File: src/common/prf_defines.svh
`ifndef PRF_DEFINES_SVH
`define PRF_DEFINES_SVH
// ----------------------------------------------------------------
// register map (byte addresses)
// ----------------------------------------------------------------
`define PRF_OFS_ASYNC_LOW_SET   12'h108
`define PRF_OFS_ASYNC_LOW_CLR   12'h10C
`define PRF_OFS_HIGH_SET        12'h110
`define PRF_OFS_HIGH_CLR        12'h114
`define PRF_OFS_LOW_SET         12'h118
`define PRF_OFS_LOW_CLR         12'h11C
`define PRF_OFS_UPPER_BOUND     12'h120
`define PRF_OFS_ASYNC_HIGH_SET  12'h100
`define PRF_OFS_ASYNC_HIGH_CLR  12'h104
`define PRF_OFS_BUS_ID          12'h124
`define PRF_ADDR_BITS           12
// ----------------------------------------------------------------
// fields and reset values
// ----------------------------------------------------------------
`define PRF_ALL_BUS_BIT         31
`define PRF_HIGH_NODE_BASE      6'h20
`define PRF_BCAST_HI_IDX        6'h1F
`define PRF_LOCAL_BUS_ID        10'h3FF
`define PRF_ZERO_WORD           32'h0000_0000
`define PRF_HIGH_NODE_MASK      32'h7FFF_FFFF
`define PRF_TRANS_NONSEQ        2'h2
`define PRF_TRANS_SEQ           2'h3
`endif

File: src/common/prf_pkg.sv
package prf_pkg;
  // request seen at the receiver: source bus and node
  typedef struct packed {
    logic       valid;
    logic [9:0] src_bus;
    logic [5:0] src_node;
    logic       to_phys;
  } prf_req_type;

  // routing decision for the request
  typedef struct packed {
    logic valid;
    logic to_phys_ctx;
    logic to_async_ctx;
    logic drop;
  } prf_route_type;
endpackage

File: src/rtl/prf_route.sv
`timescale 1ns/1ps
`include "prf_defines.svh"
// route decision from the filter words; registered by the caller
module prf_route (
  input  prf_pkg::prf_req_type   req,
  input  wire logic [31:0]       async_high,
  input  wire logic [31:0]       async_low,
  input  wire logic [31:0]       phys_high,
  input  wire logic [31:0]       phys_low,
  input  wire logic [9:0]        local_bus,
  output prf_pkg::prf_route_type route
);
  import prf_pkg::*;

  logic local_src;
  logic async_ok;
  logic phys_ok;
  logic [5:0] hi_idx;

  // -----------------------------------------------------------------
  // filter lookup
  // -----------------------------------------------------------------
  always_comb begin
    hi_idx    = req.src_node - `PRF_HIGH_NODE_BASE;
    local_src = (req.src_bus == local_bus) || (req.src_bus == `PRF_LOCAL_BUS_ID);
    // node 63 is broadcast and has no enable bit
    if (req.src_node[5]) begin
      async_ok = (hi_idx != `PRF_BCAST_HI_IDX) && async_high[hi_idx[4:0]];
      phys_ok  = (hi_idx != `PRF_BCAST_HI_IDX) && phys_high[hi_idx[4:0]];
    end else begin
      async_ok = async_low[req.src_node[4:0]];
      phys_ok  = phys_low[req.src_node[4:0]];
    end
    // remote buses skip the per-node compare
    if (!local_src) begin
      async_ok = phys_high[`PRF_ALL_BUS_BIT];
      phys_ok  = phys_high[`PRF_ALL_BUS_BIT];
    end
  end

  // -----------------------------------------------------------------
  // decision: async filter first, then the physical one
  // -----------------------------------------------------------------
  always_comb begin
    route.valid        = req.valid;
    route.drop         = req.valid && !async_ok;
    route.to_phys_ctx  = req.valid && async_ok && req.to_phys && phys_ok;
    route.to_async_ctx = req.valid && async_ok && !(req.to_phys && phys_ok);
  end
endmodule

File: src/rtl/prf_filter.sv
// Local design decision: the AHB-Lite slave port.
`timescale 1ns/1ps
`include "prf_defines.svh"
// Contract
// - upper word bit k, for k 0 to 30, enables physical handling for node k plus 32
// - lower word bit k enables physical handling for node k
// - physical-bound packets pass the async filter, then the physical filter
// - cleared physical bit sends the request to the async receive context
// - lower word set at 118h, clear at 11Ch, resets to zero
// - upper bound at 120h reads zero, writes ignored
// - lower word covers only the low node numbers
// - upper word set at 110h, clear at 114h, read/set/clear
// - upper bit 31 accepts remote buses, survives host bus reset
// - per-node compare only for local bus; remote needs bit 31
module prf_filter (
  input  wire logic              hclk,
  input  wire logic              hresetn,
  input  wire logic              hsel,
  input  wire logic [31:0]       haddr,
  input  wire logic [1:0]        htrans,
  input  wire logic              hwrite,
  input  wire logic [2:0]        hsize,
  input  wire logic [31:0]       hwdata,
  input  wire logic              hready,
  output logic [31:0]            hrdata,
  output logic                   hreadyout,
  output logic                   hresp,
  input  wire logic              host_bus_reset,
  input  prf_pkg::prf_req_type   rx_req,
  output prf_pkg::prf_route_type rx_route,
  output logic [31:0]            phys_low_q,
  output logic [31:0]            phys_high_q
);
  import prf_pkg::*;

  logic [31:0] async_low_q;
  logic [31:0] async_high_q;
  logic [9:0]  bus_id_q;
  logic        wr_pend_q;
  logic [`PRF_ADDR_BITS-1:0] wr_addr_q;
  logic        take;
  logic [`PRF_ADDR_BITS-1:0] a;
  logic [31:0] rd_d;
  prf_req_type   req_q;
  prf_route_type route_c;
  logic        hbr_s1_q;
  logic        hbr_s2_q;

  // -----------------------------------------------------------------
  // bus address phase
  // -----------------------------------------------------------------
  assign take = hsel && hready &&
                (htrans == `PRF_TRANS_NONSEQ || htrans == `PRF_TRANS_SEQ);
  assign a    = haddr[`PRF_ADDR_BITS-1:0];

  // hsize unused: only whole-word transfers are supported
  always_ff @(posedge hclk or negedge hresetn) begin
    if (!hresetn) begin
      wr_pend_q <= 1'b0;
      wr_addr_q <= '0;
    end else begin
      wr_pend_q <= take && hwrite;
      if (take) begin
        wr_addr_q <= a;
      end
    end
  end

  // zero wait states, always OKAY
  always_ff @(posedge hclk or negedge hresetn) begin
    if (!hresetn) begin
      hreadyout <= 1'b1;
      hresp     <= 1'b0;
    end else begin
      hreadyout <= 1'b1;
      hresp     <= 1'b0;
    end
  end

  // -----------------------------------------------------------------
  // read mux, registered at the address phase
  // -----------------------------------------------------------------
  always_comb begin
    unique case (a)
      `PRF_OFS_HIGH_SET, `PRF_OFS_HIGH_CLR:             rd_d = phys_high_q;
      `PRF_OFS_LOW_SET, `PRF_OFS_LOW_CLR:               rd_d = phys_low_q;
      `PRF_OFS_ASYNC_HIGH_SET, `PRF_OFS_ASYNC_HIGH_CLR: rd_d = async_high_q;
      `PRF_OFS_ASYNC_LOW_SET, `PRF_OFS_ASYNC_LOW_CLR:   rd_d = async_low_q;
      `PRF_OFS_BUS_ID:                                  rd_d = {22'h0, bus_id_q};
      `PRF_OFS_UPPER_BOUND:                             rd_d = `PRF_ZERO_WORD;
      default:                                          rd_d = `PRF_ZERO_WORD;
    endcase
  end

  // a write just before a read of the same word is not bypassed; the read returns the old value:
  // the register updates at the edge that ends the write data phase, the same edge that samples the read
  always_ff @(posedge hclk or negedge hresetn) begin
    if (!hresetn) begin
      hrdata <= `PRF_ZERO_WORD;
    end else if (take && !hwrite) begin
      hrdata <= rd_d;
    end
  end

  // -----------------------------------------------------------------
  // host bus reset synchroniser
  // -----------------------------------------------------------------
  always_ff @(posedge hclk or negedge hresetn) begin
    if (!hresetn) begin
      hbr_s1_q <= 1'b0;
      hbr_s2_q <= 1'b0;
    end else begin
      hbr_s1_q <= host_bus_reset;
      hbr_s2_q <= hbr_s1_q;
    end
  end

  // -----------------------------------------------------------------
  // physical filter words, set/clear ports
  // -----------------------------------------------------------------
  always_ff @(posedge hclk or negedge hresetn) begin
    if (!hresetn) begin
      phys_low_q <= `PRF_ZERO_WORD;
    end else if (hbr_s2_q) begin
      phys_low_q <= `PRF_ZERO_WORD;
    end else if (wr_pend_q && wr_addr_q == `PRF_OFS_LOW_SET) begin
      phys_low_q <= phys_low_q | hwdata;
    end else if (wr_pend_q && wr_addr_q == `PRF_OFS_LOW_CLR) begin
      phys_low_q <= phys_low_q & ~hwdata;
    end
  end

  // bit 31 keeps its value over a host bus reset
  always_ff @(posedge hclk or negedge hresetn) begin
    if (!hresetn) begin
      phys_high_q <= `PRF_ZERO_WORD;
    end else if (hbr_s2_q) begin
      phys_high_q <= phys_high_q & ~`PRF_HIGH_NODE_MASK;
    end else if (wr_pend_q && wr_addr_q == `PRF_OFS_HIGH_SET) begin
      phys_high_q <= phys_high_q | hwdata;
    end else if (wr_pend_q && wr_addr_q == `PRF_OFS_HIGH_CLR) begin
      phys_high_q <= phys_high_q & ~hwdata;
    end
  end

  // -----------------------------------------------------------------
  // async filter words and local bus number
  // -----------------------------------------------------------------
  always_ff @(posedge hclk or negedge hresetn) begin
    if (!hresetn) begin
      async_low_q  <= `PRF_ZERO_WORD;
      async_high_q <= `PRF_ZERO_WORD;
    end else if (hbr_s2_q) begin
      async_low_q  <= `PRF_ZERO_WORD;
      async_high_q <= `PRF_ZERO_WORD;
    end else if (wr_pend_q) begin
      if (wr_addr_q == `PRF_OFS_ASYNC_LOW_SET) begin
        async_low_q <= async_low_q | hwdata;
      end
      if (wr_addr_q == `PRF_OFS_ASYNC_LOW_CLR) begin
        async_low_q <= async_low_q & ~hwdata;
      end
      if (wr_addr_q == `PRF_OFS_ASYNC_HIGH_SET) begin
        async_high_q <= async_high_q | hwdata;
      end
      if (wr_addr_q == `PRF_OFS_ASYNC_HIGH_CLR) begin
        async_high_q <= async_high_q & ~hwdata;
      end
    end
  end

  always_ff @(posedge hclk or negedge hresetn) begin
    if (!hresetn) begin
      bus_id_q <= `PRF_LOCAL_BUS_ID;
    end else if (wr_pend_q && wr_addr_q == `PRF_OFS_BUS_ID) begin
      bus_id_q <= hwdata[9:0];
    end
  end

  // -----------------------------------------------------------------
  // request routing: capture, decide, register result
  // -----------------------------------------------------------------
  always_ff @(posedge hclk or negedge hresetn) begin
    if (!hresetn) begin
      req_q <= '0;
    end else begin
      req_q <= rx_req;
    end
  end

  prf_route u_route (
    .req        (req_q),
    .async_high (async_high_q),
    .async_low  (async_low_q),
    .phys_high  (phys_high_q),
    .phys_low   (phys_low_q),
    .local_bus  (bus_id_q),
    .route      (route_c)
  );

  always_ff @(posedge hclk or negedge hresetn) begin
    if (!hresetn) begin
      rx_route <= '0;
    end else begin
      rx_route <= route_c;
    end
  end
endmodule

File: config.mk
export PLATFORM = sky130hd
export DESIGN_NAME = prf_filter
export DESIGN_NICKNAME = d
export VERILOG_FILES = /design/src/common/prf_pkg.sv /design/src/rtl/prf_route.sv /design/src/rtl/prf_filter.sv
export VERILOG_INCLUDE_DIRS = /design/src /design/src/common
export SDC_FILE = /design/constraint.sdc
export NUM_CORES = 1
export LEC_CHECK = 0
export ABC_AREA = 0
export BUFFER_PORTS_ARGS = -buffer_cell sky130_fd_sc_hd__buf_4
export CAP_MARGIN = 5
export CORE_UTILIZATION = 43
export DETAILED_ROUTE_END_ITERATION = 6
export PLACE_DENSITY = 0.64
export SETUP_SLACK_MARGIN = 0.15
export SLEW_MARGIN = 10
export SYNTH_ARGS = -nofsm -noshare
export SYNTH_HDL_FRONTEND = slang
export SYNTH_SLANG_ARGS = --single-unit
File: constraint.sdc
create_clock -name hclk -period 3.1 [get_ports hclk]
set_input_delay 0.62 -clock hclk [delete_from_list [all_inputs] [get_ports hclk]]
set_output_delay 0.62 -clock hclk [all_outputs]
set_load 0.005 [all_outputs]
==> results.py, run 1 <==
metrics = {
    "yosys": {
        "ys_async_sr_fraction_pct": 100,
        "netlist_instances": 855,
        "synth_xor_area_share_pct": 0.845,
        "synth_area_mm2": 0.0104,
        "synth_nets": 948,
        "synth_mux_area_share_pct": 18.2,
        "ys_seq_area_share_pct": 50.1,
        "synth_edf_count": 0,
        "synthAdderAreaFrac_pct": 0,
        "synth_flop_cell": "dfrtp_1",
        "synth_top_family_by_area": "compound AO/OA/AOI/OAI gates",
        "synth-seq-cells": 207,
        "synth_warnings": 0,
        "synth_compound_area_share_pct": 19.7,
        "avgSynthCellArea_um2": 12.1,
        "ys_types": 64,
        "synth-simple-area-share_pct": 5.60,
    },
    "worst_setup_path": {
        "slowest_stage": "dfrtp_2",
        "worstSetupPathType": "flop to flop",
        "crit_path_max_fanout": 15,
        "path_cells": "buf_4 > mux4_1 > mux2i_1 > o21a_1 > a2111oi_2 > a221oi_2 > and3b_1",
        "rr_startpoint": "req_q[1]",
        "critPathRequiredTime_ps": 3500,
        "worst-r2r-cell-count": 7,
        "crit_path_start_kind": "flop",
        "worstPathArrival_ps": 3040,
        "r2r_slack_ps": 460,
        "reg2reg_to": "rx_route[2]",
        "cp_slowest_stage_delay_ps": 650,
        "end_kind": "flop",
    },
    "grt": {
        "antenna_found_initial": 0,
        "grt_first_pass_wirelength_um": 45900,
        "grt_max_degree": 80,
        "track_usage_pct": 24.1,
        "grt_overflow": 0,
        "grt_pass1_vias": 7779,
    },
    "sta": {
        "max-slew-margin-rel_pct": 41.0,
        "fmax_ghz": 0.379,
        "finalSetupViolCount": 0,
        "hold_viol": 0,
        "clock_skew_ps": 10.1,
        "tightest_slew_ps": 885,
        "worst_slack_ps": 459,
        "setup_tns_ps": 0,
        "slew_viol_final": 0,
        "rsz0062_at_grt": "no",
        "period_needed_ps": 2640,
        "min_period_over_period_pct": 85.2,
    },
    "cts": {
        "cts_resized": 0,
        "cts_sinks": 207,
        "ctsHoldBuffers": 0,
        "cts-root-buf": "clkbuf_16",
        "cts_buffers": 23,
        "clkLatencyLatePin_ps": 510,
        "clock_path_buffers": 3,
        "cts_tree": "yes",
        "cts.htree.levels": 1,
        "cts_setup_buffers": 0,
        "clkTransAtPathRegs_ps": 60,
    },
    "detailed_routing": {
        "drc": 0,
        "via_per_inst": 6.08,
        "wl_per_cell_um": 22.4,
        "antenna_left": 0,
        "drtIter0Drc": 589,
        "wirelength_um": 29100,
        "dr_total_vias": 7920,
        "firstDrtPassIters": 6,
    },
    "cells_and_area": {
        "drive_above_1_share_pct": 32.6,
        "fill_cells": 2097,
        "area_growth_pct": 20.6,
        "nNetsFinal": 1060,
        "antenna_cells": 0,
        "final_cells": 1302,
        "post-route-util_pct": 53.1,
    },
    "floorplanning": {
        "start_util_pct": 44.0,
        "placementRows": 56,
        "die_w_um": 157,
        "dieArea_mm2": 0.0247,
        "core_region_area_mm2": 0.0235,
        "ioPinCount": 195,
        "dieHeight_um": 157,
    },
    "pwr": {
        "p_per_area_mw_per_mm2": 504,
        "fin_total_pwr_mw": 6.30,
        "ir_drop_uv": 337,
        "power.leakage_nw": 5.50,
    },
    "job": {
        "maxCapViolations": 0,
    },
    "hold_path": {
        "hp-class": "input pin to async pin",
    },
    "placement": {
        "post-place-ws_ps": 449,
        "place.gp.congestion": 0.831,
        "dpl.cell_count": 1261,
        "portBuffers": 168,
        "place_hpwl_um": 19500,
    },
    "status": {
        "outcome": "finished, final reports clean",
    },
}
registers in the layout, summed over array words and instances, names as in the netlist, named ones only:
name          count
async_high_q     32
async_low_q      32
hrdata           32
phys_low_q       32
phys_high_q      31
req_q            18
wr_addr_q        12
bus_id_q         10
rx_route          4
hbr_s1_q          1
hbr_s2_q          1
wr_pend_q         1
cell usage after synthesis, types with 2 or more instances:
| cell type | number | area share (%) |
|---|---|---|
| o22ai_1 | 2 | 0.12 |
| a21oi_1 | 116 | 5.6 |
| a211oi_1 | 69 | 5.0 |
| buf_6 | 3 | 0.33 |
| buf_12 | 2 | 0.39 |
| a311oi_1 | 51 | 4.3 |
| buf_2 | 24 | 1.2 |
| nor3_1 | 7 | 0.34 |
| clkbuf_1 | 55 | 2.0 |
| dfrtp_1 | 197 | 48 |
| nand2_1 | 35 | 1.3 |
| nand3_1 | 3 | 0.14 |
| nand2b_1 | 2 | 0.12 |
| mux2i_1 | 42 | 4.1 |
| nor3b_1 | 3 | 0.22 |
| conb_1 | 2 | 0.072 |
| mux4_1 | 14 | 3.5 |
| dfstp_2 | 10 | 2.5 |
| a31oi_1 | 3 | 0.18 |
| mux4_2 | 37 | 8.0 |
| nor4_1 | 4 | 0.24 |
| inv_1 | 7 | 0.25 |
| nand3b_1 | 5 | 0.36 |
| nor2b_1 | 6 | 0.36 |
| nor2_1 | 29 | 1.0 |
| o221a_2 | 5 | 0.54 |
| mux2_2 | 24 | 2.6 |
| and4_1 | 2 | 0.17 |
| a22o_1 | 23 | 1.9 |
| a31o_2 | 2 | 0.17 |
| o21ai_0 | 12 | 0.58 |
| xor2_1 | 10 | 0.84 |
| buf_4 | 12 | 0.87 |
| nand4_1 | 3 | 0.18 |
| buf_1 | 5 | 0.18 |
cells by family after synthesis:
| logic type | after synthesis |
|---|---|
| buffers and inverters | 111 |
| other | 2 |
| AND/OR/NAND/NOR | 112 |
| XOR/XNOR | 10 |
| multiplexers | 117 |
| flip-flops | 207 |
| AO/OA/AOI/OAI | 296 |
report_power, final:
part | total (mW) | switching, mW | internal [mW]
registers | 2.92 | 0.116 | 2.80
logic | 0.606 | 0.344 | 0.261
clock network | 2.77 | 1.10 | 1.67
total | 6.30 | 1.56 | 4.74
stage by stage:
| stage | instance area (µm²) | hold WS [ps] |
|---|---|---|
| 2_1_floorplan | 10400 | 324 |
| 3_3_place_gp | 11700 | 333 |
| 3_5_place_dp | 11700 | 335 |
| 4_1_cts | 12500 | 156 |
| 5_1_grt | 12500 | 172 |
| 6_report | 12500 | 122 |
per-layer routing:
layer	global-route usage, %	up-vias	routed length (µm)
met5	0	-	0
met4	5.92	0	474
met3	4.16	39	2170
met2	37.5	319	13700
met1	35.1	4013	12800
li1	-	3549	-
cell type report:
class                      count  area, µm²  area share (%)
timing repair buffer         191       1490            11.9
inverter                       7       26.3           0.210
clock inverter                 7       88.8           0.710
tap                          319        399            3.19
clock buffer                  34        677            5.41
sequential                   207       5200            41.6
multi-input combinational    537       4620            37.0
critical path, delay by kind of cell, from the launching register on:
| family | cells | cell delay, ps |
|---|---|---|
| DFF | 1 | 650 |
| buffers and inverters | 1 | 320 |
| and+or+nand+nor | 1 | 220 |
| AOI/OAI and AO/OA | 3 | 560 |
| muxes | 2 | 770 |
worst max path at each step:
stage / from / endpoint / depth (start not counted) / slack (ps)
final: req_q[1] / rx_route[2] / 7 / 460
after global routing: req_q[1] / rx_route[2] / 7 / 300
after CTS: req_q[1] / rx_route[2] / 7 / 430
after detailed placement: req_q[1] / rx_route[2] / 7 / 450
after global placement: req_q[1] / rx_route[2] / 7 / 460
after floorplan: haddr[3] / hrdata[16] / 5 / 890
cells in the final DEF, fill, tap and decap left out, types with 7 or more instances in the layout:
cell type  instances
dfrtp_1          194
buf_4            186
a21oi_1          116
a211oi_1          69
a311oi_1          51
mux2i_1           42
mux4_2            37
nand2_1           35
nor2_1            29
mux2_2            24
a22o_1            23
clkbuf_16         23
mux4_1            14
o21ai_0           12
xor2_1            10
dfstp_2           10
inv_1              7
nor3_1             7
clkbuf_8           7
(Power assumes the default switching activity.)
==> inputs of run 2 (changes only) <==
- RECOVER_POWER: not set -> 100
==> run 2 against run 1 <==
The run now ends with capacitance limit, slew limit left. Cell count unchanged. Critical path depth unchanged. Register-to-register slack got worse by 150 ps. Global-route usage unchanged. Combinational power decreased by 1%. Die area unchanged. Power decreased by 0.26%. Sequential cell count unchanged. Utilization decreased by 0.52 points. First-iteration DRC count increased by 3.9%. Worst hold slack improved by 120 ps. Largest cell class unchanged. Largest power group unchanged.
==> results.py, run 2 (synthesized netlist as in run 1, its figures left out) <==
metrics = {
    "floorplanning": {
        "die_w_um": 157,
        "dieArea_mm2": 0.0247,
        "placementRows": 56,
        "dieHeight_um": 157,
        "start_util_pct": 44.0,
        "core_region_area_mm2": 0.0235,
        "ioPinCount": 195,
    },
    "detailed_routing": {
        "drtIter0Drc": 612,
        "drc": 0,
        "via_per_inst": 6.07,
        "wl_per_cell_um": 22.4,
        "dr_total_vias": 7897,
        "antenna_left": 0,
        "wirelength_um": 29200,
        "firstDrtPassIters": 5,
    },
    "grt": {
        "antenna_found_initial": 0,
        "grt_pass1_vias": 7779,
        "grt_overflow": 0,
        "track_usage_pct": 24.1,
        "grt_max_degree": 80,
        "grt_first_pass_wirelength_um": 45900,
    },
    "cells_and_area": {
        "antenna_cells": 0,
        "multi_input_area_mm2": 0.00461,
        "fill_cells": 2112,
        "final_common_cell": "dfrtp_1",
        "drive_above_1_share_pct": 30.5,
        "nNetsFinal": 1060,
        "mostFrequentLayoutCells": "194 x dfrtp_1, 116 x a21oi_1, 107 x clkbuf_4",
        "seq_area_mm2": 0.00520,
        "area_growth_pct": 19.4,
    },
    "status": {
        "violations": "capacitance limit, slew limit",
        "outcome": "complete, but fails checks",
    },
    "cts": {
        "cts_resized": 0,
        "cts_buffers": 23,
        "cts-root-buf": "clkbuf_16",
        "clkLatencyLatePin_ps": 510,
        "clock_path_buffers": 3,
        "cts_tree": "yes",
        "cts_setup_buffers": 0,
        "ctsHoldBuffers": 0,
        "clkTransAtPathRegs_ps": 60,
        "cts.htree.levels": 1,
        "cts_sinks": 207,
    },
    "worst_setup_path": {
        "crit_path_start_kind": "flop",
        "worstPathArrival_ps": 3180,
        "end_kind": "flop",
        "crit_path_max_fanout": 15,
        "worstSetupPathType": "flop to flop",
        "critPathRequiredTime_ps": 3490,
    },
    "sta": {
        "rsz0062_at_grt": "no",
        "hold_viol": 0,
        "slew_viol_final": 72,
        "min_period_over_period_pct": 90.0,
        "clock_skew_ps": 9.41,
        "fmax_ghz": 0.359,
        "hold_ws_ps": 244,
        "finalSetupViolCount": 0,
        "max-slew-margin-rel_pct": -23.8,
        "worst_slack_ps": 311,
        "period_needed_ps": 2790,
        "tightest_slew_ps": 1860,
        "setup_tns_ps": 0,
    },
    "pwr": {
        "p_per_area_mw_per_mm2": 507,
        "ir_drop_uv": 334,
        "fin_total_pwr_mw": 6.28,
        "power.leakage_nw": 5.36,
    },
    "placement": {
        "place_hpwl_um": 19500,
        "post-place-ws_ps": 449,
        "portBuffers": 168,
        "place.gp.congestion": 0.831,
    },
    "job": {
        "maxCapViolations": 2,
    },
    "hold_path": {
        "hp-class": "input pin to flop",
    },
}
==> run 2: cell types whose count changed in the layout (fill, tap and decap cells not counted), sizes merged <==
cell	change
clkbuf	+129
buf	-129
==> run 2: critical path, cell delays in order (launching register included) <==
cell and delay (ps):
dfrtp_2 660, clkbuf_2 430, mux4_1 630, mux2i_1 170, o21a_1 150, a2111oi_2 70
a221oi_2 340, and3b_1 220
==> run 2: per-stage QoR <==
stage,area [µm²],utilization [%],instances
floorplan,10400,-,855
global placement,11700,49.9,1261
detailed placement,11700,49.9,1261
CTS,12500,53.1,1302
global route,12400,52.6,1302
finish,12400,52.6,1302
==> run 2: cell type report <==
type / instances / share of cell area, %
Sequential cell: 207 / 42.0
Multi-Input combinational cell: 537 / 37.2
Timing Repair Buffer: 191 / 11.1
Clock buffer: 34 / 5.47
Tap cell: 319 / 3.22
Clock inverter: 7 / 0.717
Inverter: 7 / 0.212
==> run 2: metal layers <==
layer	up-vias	track usage (%)	routed length, µm
met3	38	4.16	2070
met5	-	0	0
met4	0	5.92	464
met2	298	37.5	13800
li1	3545	-	-
met1	4016	35.1	12800
==> run 2: where the power goes <==
group / switching (mW) / leakage (nW) / internal [mW]
sequential: 0.115 / 2.72 / 2.80
combinational: 0.344 / 2.26 / 0.253
clock: 1.09 / 0.381 / 1.67
total: 1.55 / 5.36 / 4.73
==> run 2: final timing paths <==
| check | start | slack [ps] | end | cells after the start |
|---|---|---|---|---|
| min | host_bus_reset | 240 | hbr_s1_q | 1 |
| max | req_q[1] | 310 | rx_route[2] | 7 |
| min reg2reg | hbr_s1_q | 350 | hbr_s2_q | 0 |
| max in group asynchronous | hresetn | 630 | req_q[1] | 2 |
| max reg2reg | req_q[1] | 310 | rx_route[2] | 7 |
| min in group asynchronous | hresetn | 620 | hrdata[27] | 1 |
==> inputs of run 3 (changes only) <==
- PLACE_DENSITY: 0.64 -> 0.62
==> run 3 against run 2 <==
The run still ends with capacitance limit, slew limit left. Critical path depth stayed put. Combinational power is 2% higher. Clock skew is 15 ps higher. Largest cell class unchanged.
==> results.py, run 3 (synthesized netlist as in run 1, its figures left out) <==
metrics = {
    "cts": {
        "cts.htree.levels": 1,
        "cts_buffers": 22,
        "clkLatencyLatePin_ps": 510,
        "cts_sinks": 207,
        "cts_tree": "yes",
        "cts_resized": 0,
        "cts_setup_buffers": 0,
        "clock_path_buffers": 3,
        "ctsHoldBuffers": 0,
        "clkTransAtPathRegs_ps": 60,
        "cts-root-buf": "clkbuf_16",
    },
    "cells_and_area": {
        "nNetsFinal": 1060,
        "final_common_cell": "dfrtp_1",
        "final_cell_area_mm2": 0.0124,
        "mostFrequentLayoutCells": "194 x dfrtp_1, 116 x a21oi_1, 105 x clkbuf_4",
        "final_cells": 1302,
        "multi_input_area_mm2": 0.00461,
        "seq_area_mm2": 0.00520,
        "area_growth_pct": 19.5,
        "antenna_cells": 0,
        "fill_cells": 2114,
        "drive_above_1_share_pct": 30.6,
    },
    "pwr": {
        "sw_frac_of_total_pct": 24.3,
        "fin_total_pwr_mw": 6.27,
        "p_int_mw": 4.75,
        "power.leakage_nw": 5.37,
        "seqPwrFrac_pct": 46.4,
        "p_comb_share_pct": 9.7,
        "clkPwrFrac_pct": 43.9,
        "p_per_area_mw_per_mm2": 506,
        "power.switching_mw": 1.52,
        "ir_drop_uv": 353,
    },
    "grt": {
        "grt_first_pass_wirelength_um": 46200,
        "grt_max_degree": 78,
        "grt_overflow": 0,
        "grt_pass1_vias": 7754,
        "track_usage_pct": 24.3,
        "antenna_found_initial": 1,
    },
    "worst_setup_path": {
        "crit_path_max_fanout": 14,
        "worstSetupPathType": "flop to flop",
        "end_kind": "flop",
        "critPathRequiredTime_ps": 3480,
        "worstPathArrival_ps": 3160,
        "worst-r2r-cell-count": 7,
        "crit_path_start_kind": "flop",
    },
    "sta": {
        "hold_viol": 0,
        "slew_viol_final": 77,
        "setup_tns_ps": 0,
        "max-slew-margin-rel_pct": -32.6,
        "tightest_slew_ps": 1990,
        "clock_skew_ps": 24.4,
        "rsz0062_at_grt": "no",
        "fmax_ghz": 0.360,
        "worst_slack_ps": 323,
        "finalSetupViolCount": 0,
        "period_needed_ps": 2780,
        "min_period_over_period_pct": 89.6,
    },
    "hold_path": {
        "hold_depth": 1,
        "hp-class": "input pin to flop",
    },
    "status": {
        "violations": "capacitance limit, slew limit",
        "outcome": "complete, but fails checks",
    },
    "detailed_routing": {
        "wl_per_cell_um": 22.3,
        "drtIter0Drc": 604,
        "dr_total_vias": 7881,
        "firstDrtPassIters": 5,
        "drc": 0,
        "via_per_inst": 6.05,
        "antenna_left": 0,
        "wirelength_um": 29000,
    },
    "floorplanning": {
        "placementRows": 56,
        "start_util_pct": 44.0,
        "dieArea_mm2": 0.0247,
        "core_region_area_mm2": 0.0235,
        "dieHeight_um": 157,
        "die_w_um": 157,
        "ioPinCount": 195,
    },
    "job": {
        "maxCapViolations": 1,
    },
    "placement": {
        "post-place-ws_ps": 493,
        "place_hpwl_um": 19800,
        "place.gp.congestion": 0.831,
        "placed_cell_area_mm2": 0.0117,
        "dpl.cell_count": 1262,
        "portBuffers": 168,
    },
}
==> run 3: changes by cell type in the layout (fill, tap and decap cells not counted), sizes merged <==
cell and change:
buf -1, clkbuf +1
==> run 3: worst paths after layout <==
kind	from	to	slack, ps
worst max register to register	req_q[1]	rx_route[2]	320
worst max-delay path	req_q[1]	rx_route[2]	320
worst min-delay path	rx_req[7]	req_q[7]	240
min in group asynchronous	hresetn	req_q[17]	690
max in group asynchronous	hresetn	hrdata[7]	690
worst min register to register	hbr_s1_q	hbr_s2_q	360
==> run 3: per-layer routing <==
metal,wire length (µm),track usage [%]
met1,13000,35.8
met2,13800,37.9
met3,1820,3.69
met4,397,5.32
met5,0,0
==> run 3: power by group through the flow <==
stage / registers [mW] / clock network (mW) / logic (mW)
6_report: 2.91 / 2.75 / 0.611
5_1_grt: 2.92 / 2.93 / 0.669
4_1_cts: 2.91 / 2.79 / 0.625
3_5_place_dp: 2.95 / 0 / 0.622
3_3_place_gp: 2.95 / 0 / 0.613
2_1_floorplan: 2.90 / 0 / 0.413
==> run 3: cell type report <==
class / instances / area share [%]
clock buffers: 33 / 5.52
clock inverters: 7 / 0.687
repair buffers: 192 / 11.2
flip-flops and latches: 207 / 42.0
well taps: 319 / 3.22
inverters: 7 / 0.212
multi-input cells: 537 / 37.2
==> run 3: stage by stage <==
step	hold WS [ps]	utilization (%)
2_1_floorplan	324	-
3_3_place_gp	334	49.9
3_5_place_dp	341	49.9
4_1_cts	179	53.2
5_1_grt	225	52.6
6_report	235	52.6
==> run 3: critical path, stage by stage (launching register included) <==
cell	delay (ps)
dfrtp_2	600
clkbuf_2	420
mux4_1	610
mux2i_1	190
o21a_1	160
a2111oi_2	70
a221oi_2	350
and3b_1	230
